<file path="src/design/airc_pkg.sv">
// shared constants for the converter input, reference and clock selection block
// assumes a 200 MHz system clock and a classic wishbone register port
package airc_pkg;

  // ---------------------------------------------------------------
  // timing
  // ---------------------------------------------------------------
  localparam int unsigned SYS_CLK_HZ  = 200_000_000;
  localparam int unsigned OSC_HZ      = 16_000_000;
  localparam int unsigned MCLK_HZ     = 2_000_000;
  // master clock is the internal or crystal source divided by this; the external clock is not divided
  localparam int unsigned SRC_DIV     = OSC_HZ / MCLK_HZ;
  // phase accumulator modulus for the internal oscillator model
  localparam int unsigned OSC_ACC_MOD = SYS_CLK_HZ / 1_000_000;
  localparam int unsigned OSC_ACC_INC = OSC_HZ / 1_000_000;

  // ---------------------------------------------------------------
  // register indices (byte address is four times the index)
  // ---------------------------------------------------------------
  localparam logic [5:0] IDX_MODE    = 6'h01;
  localparam logic [5:0] IDX_CLKOUT  = 6'h06;
  localparam logic [5:0] IDX_STATUS  = 6'h07;
  localparam logic [5:0] IDX_CHAN0   = 6'h10;
  localparam logic [5:0] IDX_SETUP0  = 6'h20;

  // ---------------------------------------------------------------
  // reset values
  // ---------------------------------------------------------------
  localparam logic [15:0] RST_MODE   = 16'h2000;
  localparam logic [15:0] RST_SETUP0 = 16'h1000;
  localparam logic [15:0] RST_CHAN   = 16'h0000;
  localparam logic [15:0] RST_CHAN0  = 16'h8001;

  // ---------------------------------------------------------------
  // field positions
  // ---------------------------------------------------------------
  localparam int unsigned CLKSEL_LSB  = 2;
  localparam int unsigned REFSEL_LSB  = 4;
  localparam int unsigned CHEN_BIT    = 15;
  localparam int unsigned AINPOS_LSB  = 4;
  localparam int unsigned AINNEG_LSB  = 0;
  localparam int unsigned AINBUF_LSB  = 8;
  localparam int unsigned CLKOUT_BIT  = 0;

  // ---------------------------------------------------------------
  // sizes
  // ---------------------------------------------------------------
  localparam int unsigned N_CHAN      = 8;
  localparam int unsigned N_AIN       = 9;

  // ---------------------------------------------------------------
  // field codes
  // ---------------------------------------------------------------
  localparam logic [1:0] REF_PRIMARY  = 2'h0;
  localparam logic [1:0] REF_SECOND   = 2'h1;
  localparam logic [1:0] REF_SUPPLY   = 2'h2;
  localparam logic [1:0] CLK_INTERNAL = 2'h0;
  localparam logic [1:0] CLK_CRYSTAL  = 2'h1;
  localparam logic [1:0] CLK_EXTERNAL = 2'h2;

endpackage : airc_pkg

</file>
<file path="src/design/airc_top.sv">
// input multiplexer, reference and master clock selection around a converter
// assumes a classic wishbone master on clk and analog switches driven by the
// select outputs
//
// Contract
// - Up to eight channels; enabled ones convert lowest to highest, then repeat.
// - Any of nine inputs may feed either side of a channel pair.
// - Input buffers can be bypassed, mux feeding the sampler directly.
// - Setup bits 5..4 choose primary, second reference pair or supply span.
// - After power-up the reference is the primary external pair.
// - Modulator runs from a nominal 2 MHz master clock from the chosen source.
// - Mode bits 3..2 choose internal oscillator, crystal or external clock.
// - Power-up and reset select the internal oscillator.
// - Internal 16 MHz oscillator is divided down to 2 MHz.
// - A 16 MHz crystal is divided automatically to 2 MHz.
// - All rates scale with master clock frequency.
// - Option drives the internal oscillator out on the crystal/clock pin.
// - External clock enters on the crystal/clock pin and drives the modulator.
// - Channel register top bit enables the channel in the sequence.
//
// Our own choice: the Wishbone register port.
`timescale 1ns/10ps
module airc_top
  import airc_pkg::*;
#(
  parameter int unsigned CONV_TICKS = 64
)(
  // clock and reset
  input  wire logic        clk,
  input  wire logic        sys_rst,
  // wishbone slave
  input  wire logic        wb_cyc_i,
  input  wire logic        wb_stb_i,
  input  wire logic        wb_we_i,
  input  wire logic [7:0]  wb_adr_i,
  input  wire logic [3:0]  wb_sel_i,
  input  wire logic [31:0] wb_dat_i,
  output logic [31:0]      wb_dat_o,
  output logic             wb_ack_o,
  // crystal and clock pins
  input  wire logic        crystal_in,
  input  wire logic        crystal_clock_io_pin_i,
  output logic             crystal_clock_io_pin_o,
  output logic             crystal_clock_io_pin_oe,
  // analog selection
  output logic [3:0]       ain_pos_sel,
  output logic [3:0]       ain_neg_sel,
  output logic [1:0]       ain_buf_en,
  output logic [1:0]       reference_source_field,
  output logic [1:0]       master_clock_source_field,
  // converter timing
  output logic             mclk_tick,
  output logic             conv_done,
  output logic [2:0]       active_chan
);

  // ---------------------------------------------------------------
  // state
  // ---------------------------------------------------------------
  typedef struct packed {
    logic [15:0]             mode;
    logic [15:0]             setup0;
    logic [N_CHAN-1:0][15:0] chan;
    logic                    clkout;
    logic [31:0]             rdat;
    logic                    ack;
    logic [3:0]              pos;
    logic [3:0]              neg;
    logic [1:0]              buf_en;
    logic [1:0]              refsel;
    logic [1:0]              clksel;
    logic                    pin_o;
    logic                    pin_oe;
    logic                    tick;
    logic                    done;
    logic [2:0]              act;
  } airc_top_st_t;

  airc_top_st_t st_ff, nxt_st;

  logic              osc_edge;
  logic              div_tick;
  logic [2:0]        seq_chan;
  logic              seq_busy;
  logic              seq_done;
  logic [N_CHAN-1:0] chan_en;
  logic [1:0]        clk_src;

  // ---------------------------------------------------------------
  // field decoding
  // ---------------------------------------------------------------
  // reserved clock code is internal
  function automatic logic [1:0] dec_clk(input logic [15:0] mode);
    logic [1:0] f;
    f = mode[CLKSEL_LSB +: 2];
    if (f == CLK_CRYSTAL || f == CLK_EXTERNAL) begin
      return f;
    end
    return CLK_INTERNAL;
  endfunction : dec_clk

  function automatic logic [1:0] dec_ref(input logic [15:0] setup);
    logic [1:0] f;
    f = setup[REFSEL_LSB +: 2];
    if (f == REF_SECOND || f == REF_SUPPLY) begin
      return f;
    end
    return REF_PRIMARY;
  endfunction : dec_ref

  // merge byte lanes 0 and 1 into a 16-bit register
  function automatic logic [15:0] lane_wr(input logic [15:0] old,
                                          input logic [31:0] dat,
                                          input logic [3:0]  sel);
    logic [15:0] r;
    r = old;
    if (sel[0]) begin
      r[7:0] = dat[7:0];
    end
    if (sel[1]) begin
      r[15:8] = dat[15:8];
    end
    return r;
  endfunction : lane_wr

  // top bit of each channel register
  generate
    for (genvar g = 0; g < N_CHAN; g++) begin : g_en
      assign chan_en[g] = st_ff.chan[g][CHEN_BIT];
    end
  endgenerate

  assign clk_src = dec_clk(st_ff.mode);

  // ---------------------------------------------------------------
  // clock and sequencer
  // ---------------------------------------------------------------
  airc_clk_div u_div (
    .clk       (clk),
    .sys_rst   (sys_rst),
    .src_sel   (clk_src),
    .xtal_pin  (crystal_in),
    .clkio_pin (crystal_clock_io_pin_i),
    .osc_edge  (osc_edge),
    .mclk_tick (div_tick)
  );

  airc_chan_seq #(
    .CONV_TICKS (CONV_TICKS)
  ) u_seq (
    .clk       (clk),
    .sys_rst   (sys_rst),
    .chan_en   (chan_en),
    .mclk_tick (div_tick),
    .cur_chan  (seq_chan),
    .busy      (seq_busy),
    .conv_done (seq_done)
  );

  // ---------------------------------------------------------------
  // next state
  // ---------------------------------------------------------------
  always_comb begin
    logic [5:0]  idx;
    logic        req;
    logic [15:0] rd;
    idx    = wb_adr_i[7:2];
    req    = wb_cyc_i & wb_stb_i & ~st_ff.ack;
    rd     = 16'h0000;
    nxt_st = st_ff;

    // single-wait answer; unmapped reads zero, writes dropped
    nxt_st.ack = req;
    if (idx == IDX_MODE) begin
      rd = st_ff.mode;
    end else if (idx == IDX_SETUP0) begin
      rd = st_ff.setup0;
    end else if (idx == IDX_CLKOUT) begin
      rd = {15'h0000, st_ff.clkout};
    end else if (idx == IDX_STATUS) begin
      rd = {8'h00, seq_busy, st_ff.act, 2'h0, st_ff.clksel};
    end else if (idx >= IDX_CHAN0 && idx < IDX_CHAN0 + 6'(N_CHAN)) begin
      rd = st_ff.chan[3'(idx - IDX_CHAN0)];
    end
    nxt_st.rdat = req ? {16'h0000, rd} : st_ff.rdat;

    if (req && wb_we_i) begin
      if (idx == IDX_MODE) begin
        nxt_st.mode = lane_wr(st_ff.mode, wb_dat_i, wb_sel_i);
      end else if (idx == IDX_SETUP0) begin
        nxt_st.setup0 = lane_wr(st_ff.setup0, wb_dat_i, wb_sel_i);
      end else if (idx == IDX_CLKOUT && wb_sel_i[0]) begin
        nxt_st.clkout = wb_dat_i[CLKOUT_BIT];
      end else if (idx >= IDX_CHAN0 && idx < IDX_CHAN0 + 6'(N_CHAN)) begin
        nxt_st.chan[3'(idx - IDX_CHAN0)] =
          lane_wr(st_ff.chan[3'(idx - IDX_CHAN0)], wb_dat_i, wb_sel_i);
      end
    end

    // any input on either side of the pair
    nxt_st.pos    = st_ff.chan[seq_chan][AINPOS_LSB +: 4];
    nxt_st.neg    = st_ff.chan[seq_chan][AINNEG_LSB +: 4];
    nxt_st.buf_en = st_ff.setup0[AINBUF_LSB +: 2];
    nxt_st.refsel = dec_ref(st_ff.setup0);
    nxt_st.clksel = clk_src;
    nxt_st.tick   = div_tick;
    nxt_st.done   = seq_done;
    nxt_st.act    = seq_chan;

    // oscillator out, 8 MHz square; only while internal source runs
    nxt_st.pin_oe = st_ff.clkout & (clk_src == CLK_INTERNAL);
    if (osc_edge) begin
      nxt_st.pin_o = ~st_ff.pin_o;
    end
    // pin is input when external clock or crystal is used
    if (!nxt_st.pin_oe) begin
      nxt_st.pin_o = 1'b0;
    end
  end

  // ---------------------------------------------------------------
  // registers
  // ---------------------------------------------------------------
  always_ff @(posedge clk or posedge sys_rst) begin
    if (sys_rst) begin
      st_ff <= '0;
      st_ff.mode   <= RST_MODE;
      st_ff.setup0 <= RST_SETUP0;
      st_ff.chan   <= {{(N_CHAN - 1){RST_CHAN}}, RST_CHAN0};
    end else begin
      st_ff <= nxt_st;
    end
  end

  // ---------------------------------------------------------------
  // outputs
  // ---------------------------------------------------------------
  assign wb_dat_o                  = st_ff.rdat;
  assign wb_ack_o                  = st_ff.ack;
  assign crystal_clock_io_pin_o    = st_ff.pin_o;
  assign crystal_clock_io_pin_oe   = st_ff.pin_oe;
  assign ain_pos_sel               = st_ff.pos;
  assign ain_neg_sel               = st_ff.neg;
  assign ain_buf_en                = st_ff.buf_en;
  assign reference_source_field    = st_ff.refsel;
  assign master_clock_source_field = st_ff.clksel;
  assign mclk_tick                 = st_ff.tick;
  assign conv_done                 = st_ff.done;
  assign active_chan               = st_ff.act;

endmodule : airc_top

</file>
<file path="src/design/airc_clk_div.sv">
// master clock generator: picks one of three sources and yields a 2 MHz tick
// assumes pin inputs are asynchronous to clk and at most a quarter of its rate
`timescale 1ns/10ps
module airc_clk_div
  import airc_pkg::*;
(
  // clock and reset
  input  wire logic       clk,
  input  wire logic       sys_rst,
  // source select, already decoded
  input  wire logic [1:0] src_sel,
  // asynchronous pins
  input  wire logic       xtal_pin,
  input  wire logic       clkio_pin,
  // outputs
  output logic            osc_edge,
  output logic            mclk_tick
);

  typedef struct packed {
    logic [1:0] xs;
    logic [1:0] cs;
    logic       xd;
    logic       cd;
    logic [7:0] acc;
    logic [2:0] div;
    logic       osc;
    logic       tick;
  } airc_div_st_t;

  airc_div_st_t st_ff, nxt_st;

  always_comb begin
    logic osc_now;
    logic src_edge;
    osc_now  = 1'b0;
    src_edge = 1'b0;
    nxt_st   = st_ff;
    nxt_st.xs = {st_ff.xs[0], xtal_pin};
    nxt_st.cs = {st_ff.cs[0], clkio_pin};
    nxt_st.xd = st_ff.xs[1];
    nxt_st.cd = st_ff.cs[1];
    if (st_ff.acc + 8'(OSC_ACC_INC) >= 8'(OSC_ACC_MOD)) begin
      nxt_st.acc = st_ff.acc + 8'(OSC_ACC_INC) - 8'(OSC_ACC_MOD);
      osc_now    = 1'b1;
    end else begin
      nxt_st.acc = st_ff.acc + 8'(OSC_ACC_INC);
    end
    nxt_st.osc = osc_now;
    nxt_st.tick = 1'b0;
    unique case (src_sel)
      CLK_CRYSTAL:  src_edge = st_ff.xs[1] & ~st_ff.xd;
      CLK_EXTERNAL: src_edge = st_ff.cs[1] & ~st_ff.cd;
      default:      src_edge = osc_now;
    endcase
    if (src_sel == CLK_EXTERNAL) begin
      nxt_st.tick = src_edge;
      nxt_st.div  = 3'h0;
    end else if (src_edge) begin
      nxt_st.div = st_ff.div + 3'h1;
      nxt_st.tick = (st_ff.div == 3'(SRC_DIV - 1));
    end
  end

  always_ff @(posedge clk or posedge sys_rst) begin
    if (sys_rst) begin
      st_ff <= '0;
    end else begin
      st_ff <= nxt_st;
    end
  end

  assign osc_edge  = st_ff.osc;
  assign mclk_tick = st_ff.tick;

endmodule : airc_clk_div

</file>
<file path="src/design/airc_chan_seq.sv">
// channel sequencer: walks the enabled channels in ascending order, wrapping
// assumes one conversion spans a fixed number of master clock ticks
`timescale 1ns/10ps
module airc_chan_seq
  import airc_pkg::*;
#(
  parameter int unsigned CONV_TICKS = 64
)(
  // clock and reset
  input  wire logic              clk,
  input  wire logic              sys_rst,
  // control
  input  wire logic [N_CHAN-1:0] chan_en,
  input  wire logic              mclk_tick,
  // state
  output logic [2:0]             cur_chan,
  output logic                   busy,
  output logic                   conv_done
);

  typedef struct packed {
    logic [2:0]  chan;
    logic [15:0] cnt;
    logic        busy;
    logic        done;
  } airc_seq_st_t;

  airc_seq_st_t st_ff, nxt_st;

  // first enabled channel after cur, wrapping; cur itself comes last
  function automatic logic [2:0] next_chan(input logic [N_CHAN-1:0] en,
                                           input logic [2:0] cur);
    logic [2:0] res;
    logic       hit;
    res = cur;
    hit = 1'b0;
    for (int i = 1; i <= N_CHAN; i++) begin
      if (!hit && en[3'(cur + 3'(i))]) begin
        res = 3'(cur + 3'(i));
        hit = 1'b1;
      end
    end
    return res;
  endfunction : next_chan

  always_comb begin
    nxt_st      = st_ff;
    nxt_st.done = 1'b0;
    if (chan_en == '0) begin
      nxt_st.busy = 1'b0;
      nxt_st.cnt  = '0;
    end else if (!st_ff.busy || !chan_en[st_ff.chan]) begin
      nxt_st.busy = 1'b1;
      nxt_st.cnt  = '0;
      nxt_st.chan = next_chan(chan_en, 3'(N_CHAN - 1));
    end else if (mclk_tick) begin
      if (st_ff.cnt == 16'(CONV_TICKS - 1)) begin
        nxt_st.cnt  = '0;
        nxt_st.done = 1'b1;
        nxt_st.chan = next_chan(chan_en, st_ff.chan);
      end else begin
        nxt_st.cnt = st_ff.cnt + 16'h1;
      end
    end
  end

  always_ff @(posedge clk or posedge sys_rst) begin
    if (sys_rst) begin
      st_ff <= '0;
    end else begin
      st_ff <= nxt_st;
    end
  end

  assign cur_chan  = st_ff.chan;
  assign busy      = st_ff.busy;
  assign conv_done = st_ff.done;

endmodule : airc_chan_seq

</file>
<file path="config.mk">
export PLATFORM = sky130hd
export DESIGN_NAME = airc_top
export DESIGN_NICKNAME = d
export VERILOG_FILES = /design/src/design/airc_pkg.sv /design/src/design/airc_top.sv /design/src/design/airc_clk_div.sv /design/src/design/airc_chan_seq.sv
export SDC_FILE = /design/constraint.sdc
export NUM_CORES = 1
export LEC_CHECK = 0
export ABC_AREA = 1
export BUFFER_PORTS_ARGS = -buffer_cell sky130_fd_sc_hd__buf_2
export CORE_ASPECT_RATIO = 1.4
export CORE_MARGIN = 3
export CORE_UTILIZATION = 44
export DETAILED_ROUTE_END_ITERATION = 8
export MAX_ROUTING_LAYER = met4
export SLEW_MARGIN = 20
export SYNTH_ARGS = -nofsm -noshare
export SYNTH_HDL_FRONTEND = slang
export SYNTH_SLANG_ARGS = --single-unit
export TNS_END_PERCENT = 50
</file>
<file path="constraint.sdc">
create_clock -name clk -period 9.4 [get_ports clk]
set_input_delay 1.41 -clock clk [delete_from_list [all_inputs] [get_ports clk]]
set_output_delay 1.41 -clock clk [all_outputs]
set_load 0.01 [all_outputs]
</file>
==> metrics, run 1 <==
outcome finished, final reports clean; vias in the first global route 9613; initial antenna violation count 2; most frequent cells in the layout nand2_1, o21ai_0, dfrtp_1, inv_1, nor2_1; critical path class in2reg; CTS Root Cell clkbuf_16; Chip Width 145 µm; Worst path slowest cell o21ai_1; flops & latches, synth roughly 240; DRT Pass-1 Iters 9; Synth Flop Type dfrtp_1; Area contributors post-synth dfrtp_1, nand2_1, o21ai_0; # DRC 0; CTS tree built; fin. max-slew vios 0; final worst-path cycle share 46.5%; final setup violation count 0; final hold violations 0; most common cell after layout, fill and taps aside nand2_1; Crit path largest cell delay 0.67 ns; clock buffer depth 3; min-delay worst type reg2reg; Slew @ Worst Pin 0.968 ns; PwrDens 233 nW/µm²; sw frac a little over a third; Post-Route WL 31.8 mm; Peak supply drop ~0.15 mV; first-pass GRT wire length 50.7 mm; Distinct cells, synth 49; sequential-to-total area share from yosys stat about half; Seq pwr share 37.6%; Synth async-reset ratio 100%; Critical Path Most Common Cell inv_2; FF+latch area around 6000 µm²; Total Nets Final 1519; vias slightly below 10k; htree depth 1; FP Rows 70; fin crit period 4.37 ns; # resized after CTS 0; remaining global-route overflow 0; net switching power 0.00107 W; drt wl/cell ~17 µm; CTS sink count 236; Clock Pin Slew Worst Setup and Hold Paths 0.07 ns; Internal 0.00196 W; CORE AREA 26400 µm²; setup repair after global routing missed its margin false; Final ANT Viol Nets 0; setup slack at placement 4.58 ns; CTS Hold Buffers Added 0; # fillers 2565; synthesized cell area 11900 µm²; number of max-cap violations 0; Worst EP arrival 4.75 ns; Initial Util 45.0%; Ys Warns 0; cell family contributing the most delay on the critical path buffers and inverters; maximum fanout along the worst path 38; area used by multi-input combinational logic 4800 µm²; Layout area overhead 9.56%; number of flops mapped to enable cells by yosys 0; boundary pin count 105; Cells after Synth 1454; input/output buffers 68; post-synth top area cell dfrtp_1; largest net degree at the start of global routing 94; post-synth top area share 48.9%; clock skew 0.0197 ns; worst-path cell chain buf_2, inv_2, nand2_1, inv_2, a22oi_1, nor2_1, inv_1, o2111ai_1, o21ai_1, o21ai_0; Fmax 229 MHz; area of the die 29000 µm²; post-route setup slack 5.03 ns; Clk pwr share 34.3%; Avg Synthesized Cell Area 8.16 µm²; share of cells above drive strength 1 a little under an eighth; Critical Path RT 9.77 ns; CTS buffer count 25; final setup TNS 0 ns; CP bufs+invs 4; Tot GR Track Use 22.5%; Max-slew headroom 35.5%; Combinational Power Share around 28%; Post-CTS Repair Setup Buffers 0; RePlAce Congestion 0.879; Worst setup EP type register; vias per inst around 5.3; Lkg Pwr 6.03 nW; clock latency on the worst-skew pair ~0.53 ns; initial DRC count 735; CP startpoint kind input pin; DP HPWL between 20 and 25 mm; Die H 200 µm
-- registers in the layout, indices dropped and copies added, names as in the netlist, 2 cells and up --
name	count
active_chan	3
ain_buf_en	2
ain_neg_sel	4
ain_pos_sel	4
chan_en	8
master_clock_source_field	2
nxt_st	2
reference_source_field	2
st_ff	151
u_div.nxt_st	4
u_div.st_ff	10
u_seq.cur_chan	3
u_seq.st_ff	16
wb_dat_o	16
-- cells by family after synthesis --
group | after synthesis | synth area share [%]
other | 1 | 0.0316
adder cells (fa/ha/maj) | 11 | 1.16
flip-flops | 236 | 49.8
XOR/XNOR | 8 | 0.717
AO/OA/AOI/OAI | 387 | 18.3
multiplexers | 4 | 0.348
buffers and inverters | 262 | 10.3
AND/OR/NAND/NOR | 545 | 19.4
-- routing by layer --
metal  track usage (%)  wire (µm)  share of wire (%)  up-vias
li1                  -          -                  -     4776
met1              28.1      13300                 42     4633
met2              38.1      16100                 51      278
met3              2.46       1550                4.9       54
met4              6.73        866                2.7        0
met5                 -          0                  0        -
-- Yosys cell counts, types with 12 or more instances --
cell,number
dfrtp_1,232
nor2_1,71
o211ai_1,20
a22oi_1,25
buf_4,49
buf_2,16
o21ai_1,19
inv_1,132
inv_2,12
clkbuf_1,48
o2111ai_1,22
a21oi_1,51
nand4_1,18
nand2_1,360
nand3_1,57
o21ai_0,232
-- stage by stage --
| step | total power, W | util, % | instance area [µm²] | cells | hold slack [ns] |
|---|---|---|---|---|---|
| 5_1_grt | 0.00321 | 49.3 | 13000 | 1838 | 0.362 |
| 3_3_place_gp | 0.00200 | 46.0 | 12100 | 1790 | 0.334 |
| 6_report | 0.00303 | 49.3 | 13000 | 1838 | 0.351 |
| 3_5_place_dp | 0.00201 | 46.0 | 12100 | 1790 | 0.336 |
| 4_1_cts | 0.00305 | 49.3 | 13000 | 1836 | 0.352 |
| 2_1_floorplan | 0.00182 | - | 11900 | 1469 | 0.331 |
-- cell type report --
cell class / count / area share (%)
sequential: 236 / 45.5
multi-input combinational: 971 / 36.9
clock buffer: 33 / 5.50
inverter: 145 / 4.26
tap: 360 / 3.46
timing repair buffer: 78 / 3.20
clock inverter: 13 / 1.17
antenna: 2 / 0.0385
-- path summary, 6_finish.rpt --
path	cells after the start	slack [ns]	startpoint	to
worst min register to register	0	0.35	u_seq.conv_done$_DFF_PP0_	conv_done$_DFF_PP0_
max in group asynchronous	3	6.95	sys_rst	wb_dat_o[8]$_DFFE_PP0P_
worst min-delay path	0	0.35	u_seq.conv_done$_DFF_PP0_	conv_done$_DFF_PP0_
worst max-delay path	10	5.03	wb_adr_i[2]	st_ff[105]$_DFFE_PP0P_
worst max register to register	14	5.99	u_seq.cur_chan[0]$_DFFE_PP0P_	u_seq.st_ff[15]$_DFFE_PP0P_
min in group asynchronous	2	0.99	sys_rst	ain_pos_sel[1]$_DFF_PP0_
-- power by group through the flow --
stage	Combinational [W]	Sequential, W	Clock [W]
2_1_floorplan	0.000689	0.00113	0
3_3_place_gp	0.000844	0.00116	0
3_5_place_dp	0.000848	0.00116	0
4_1_cts	0.000850	0.00114	0.00106
5_1_grt	0.000959	0.00115	0.00110
6_report	0.000851	0.00114	0.00104
No activity file was read; power rests on OpenSTA's default activity.
==> inputs of run 2 (changes only) <==
Settings changed: ABC_AREA 1 to 0.
Clock period 9.4 ns to 4.52 ns, I/O delays scaled along.
==> metrics, run 2 <==
outcome finished, final reports clean; Total Nets Final 995 (-34%); first-pass GRT wire length 42.3 mm (-17%); clock latency on the worst-skew pair 0.52 ns (about the same); Ys Warns 0 (unchanged); Crit path largest cell delay 0.58 ns (-0.09 ns); Fmax 301 MHz; worst-path cell chain inv_1, ha_1, mux4_2, mux2_4, or4b_4, nor3b_2, a31oi_1, nand2_1, mux2i_1; CTS buffer count 24 (-4.0%); area of the die 29200 µm² (+0.54%); post-synth top area cell dfrtp_1; Reg with most FFs st_ff; Chip Width 145 µm (+0.27%); # fillers 2324 (-9.4%); boundary pin count 105 (unchanged); Clock Pin Slew Worst Setup and Hold Paths 0.06 ns (about the same); DRT Pass-1 Iters 6 (-3); DP HPWL 17.2 mm (-18%); Seq pwr share 41.3% (+3.7 points); FP Rows 70 (unchanged); clock skew 0.0132 ns (-0.00651 ns); CTS sink count 236 (unchanged); maximum fanout along the worst path 8 (-79%); Final ANT Viol Nets 0 (unchanged); Post-CTS Repair Setup Buffers 0 (unchanged); Layout area overhead 10.9%; final hold violations 0 (unchanged); initial antenna violation count 0 (-2); # DRC 0 (unchanged); final setup violation count 0 (unchanged); Distinct cells, synth 55 (+12%); largest net degree at the start of global routing 80 (-15%); Avg Synthesized Cell Area 13.2 µm² (+62%); share of cells above drive strength 1 41.9% (+30 points); number of max-cap violations 0 (unchanged); CORE AREA 26500 µm² (+0.33%); Area contributors post-synth dfrtp_1, mux2_2, mux4_2; initial DRC count 347 (-53%); drt wl/cell 19.9 µm (+15%); final worst-path cycle share approximately 74%; Final Non-Filler Cells 1310 (-29%); PwrDens 423 nW/µm² (+81%); Synth async-reset ratio 100% (unchanged); count leader, synth dfrtp_1; synthesized cell area 11900 µm² (+0.57%); critical path class reg2reg; Worst setup EP type register; fin. max-slew vios 0 (unchanged); Worst path slowest cell or4b_4; CTS Hold Buffers Added 0 (unchanged); flops & latches, synth 236 (unchanged); sequential-to-total area share from yosys stat 49.5% (-0.28 points); number of flops mapped to enable cells by yosys 0 (unchanged); CP startpoint kind register; sw frac 28.5% (-6.8 points); clock buffer depth 3 (unchanged); dpl cells 1267 (-29%); min-delay worst type in2async; setup repair after global routing missed its margin false; most common cell after layout, fill and taps aside dfrtp_1; input/output buffers 68 (unchanged); Clk pwr share 37.1% (+2.8 points); vias in the first global route 7441 (-23%); net switching power 0.00159 W (+49%); final setup TNS 0 ns (unchanged); Initial Util 45.1% (+0.11 points); htree depth 1 (unchanged); remaining global-route overflow 0 (unchanged); # resized after CTS 0 (unchanged); vias 7345 (-25%); Tot GR Track Use 18.4% (-4.1 points); Lkg Pwr 6.18 nW (+2.6%); post-synth top area share 48.6% (-0.28 points); Slew @ Worst Pin 0.968 ns (+0.000571 ns); Worst EP arrival 3.75 ns (-1.00 ns); Internal 0.00400 W (+100%); Cells after Synth 904 (-38%); Combinational Power Share 21.6% (-6.5 points); Die H 201 µm (+0.27%); hold_ws 0.191 ns (-0.160 ns); RePlAce Congestion 0.822 (-6.4%); CTS Root Cell clkbuf_16; Max-slew headroom 35.3% (-0.19 points); fin crit period 3.32 ns; Peak supply drop 0.269 mV (+83%); Largest register FFs 151 (unchanged); vias per inst 5.61 (+5.8%); Post-Route WL 26.1 mm (-18%); Post-synth top cells dfrtp_1, mux2_2, mux4_2, nand2_1, buf_4; Synth Flop Type dfrtp_1; Critical Path RT 4.95 ns (-4.82 ns); most frequent cells in the layout dfrtp_1, mux2_2, buf_2, mux4_2, nand2_1; CTS tree built
## run 2: worst max-delay path: cells and delay by family (launching register included)
| kind | cells | cell delay, ns |
|---|---|---|
| multiplexers | 3 | 1.00 |
| AND/OR/NAND/NOR | 3 | 0.99 |
| adder cells (fa/ha/maj) | 1 | 0.53 |
| flip-flops | 1 | 0.34 |
| AO/OA/AOI/OAI | 1 | 0.21 |
| buffers and inverters | 1 | 0.15 |
## run 2: power by group through the flow
stage | Clock, W | Combinational, W | Sequential (W)
final | 0.00207 | 0.00121 | 0.00231
after global routing | 0.00222 | 0.00134 | 0.00233
after CTS | 0.00213 | 0.00123 | 0.00231
after detailed placement | 0 | 0.00123 | 0.00235
after global placement | 0 | 0.00121 | 0.00235
after floorplan | 0 | 0.00103 | 0.00229
## run 2: worst paths after layout
path / depth (start not counted) / end / startpoint / slack (ns)
setup / recovery: 9 / u_seq.cur_chan[1]$_DFFE_PP0P_ / u_seq.cur_chan[1]$_DFFE_PP0P_ / 1.20
hold / removal: 2 / u_div.st_ff[11]$_DFF_PP0_ / sys_rst / 0.19
setup reg to reg: 9 / u_seq.cur_chan[1]$_DFFE_PP0P_ / u_seq.cur_chan[1]$_DFFE_PP0P_ / 1.20
hold reg to reg: 0 / conv_done$_DFF_PP0_ / u_seq.conv_done$_DFF_PP0_ / 0.35
max in group asynchronous: 3 / st_ff[117]$_DFFE_PP0P_ / sys_rst / 3.37
min in group clk: 1 / u_div.nxt_st[16]$_DFF_PP0_ / crystal_clock_io_pin_i / 0.26
## run 2: kinds of logic after synthesis
group,synth area share [%]
AO/OA/AOI/OAI,4.71
XOR/XNOR,1.47
adder cells (fa/ha/maj),1.15
buffers and inverters,5.17
flip-flops,49.5
multiplexers,31.2
other,0.0314
AND/OR/NAND/NOR,6.78
## run 2: layout make-up
cell class | instances | area, µm² | area share (%)
sequential | 236 | 5910 | 44.7
multi-input combinational | 571 | 5480 | 41.4
clock buffer | 36 | 717 | 5.42
timing repair buffer | 88 | 515 | 3.90
tap | 360 | 450 | 3.40
clock inverter | 6 | 105 | 0.794
inverter | 12 | 48.8 | 0.369
antenna | 1 | 2.50 | 0.0189
## run 2: layer usage
layer  vias up  part of all wire [%]  track usage (%)
met2       149                    49             30.4
met4         0                   1.9             4.28
met5         -                     0                -
met3        38                   3.8             2.24
met1      3818                    45             24.6
li1       3340                     -                -
## run 2: metrics by stage
step | power [W] | instance area (µm²) | setup WS [ns] | util, %
6_report | 0.00560 | 13200 | 1.20 | 50.0
5_1_grt | 0.00588 | 13200 | 0.938 | 50.0
4_1_cts | 0.00567 | 13200 | 1.15 | 50.0
3_5_place_dp | 0.00358 | 12400 | 1.03 | 46.9
3_3_place_gp | 0.00356 | 12400 | 1.06 | 46.9
2_1_floorplan | 0.00333 | 12000 | 0.753 | -
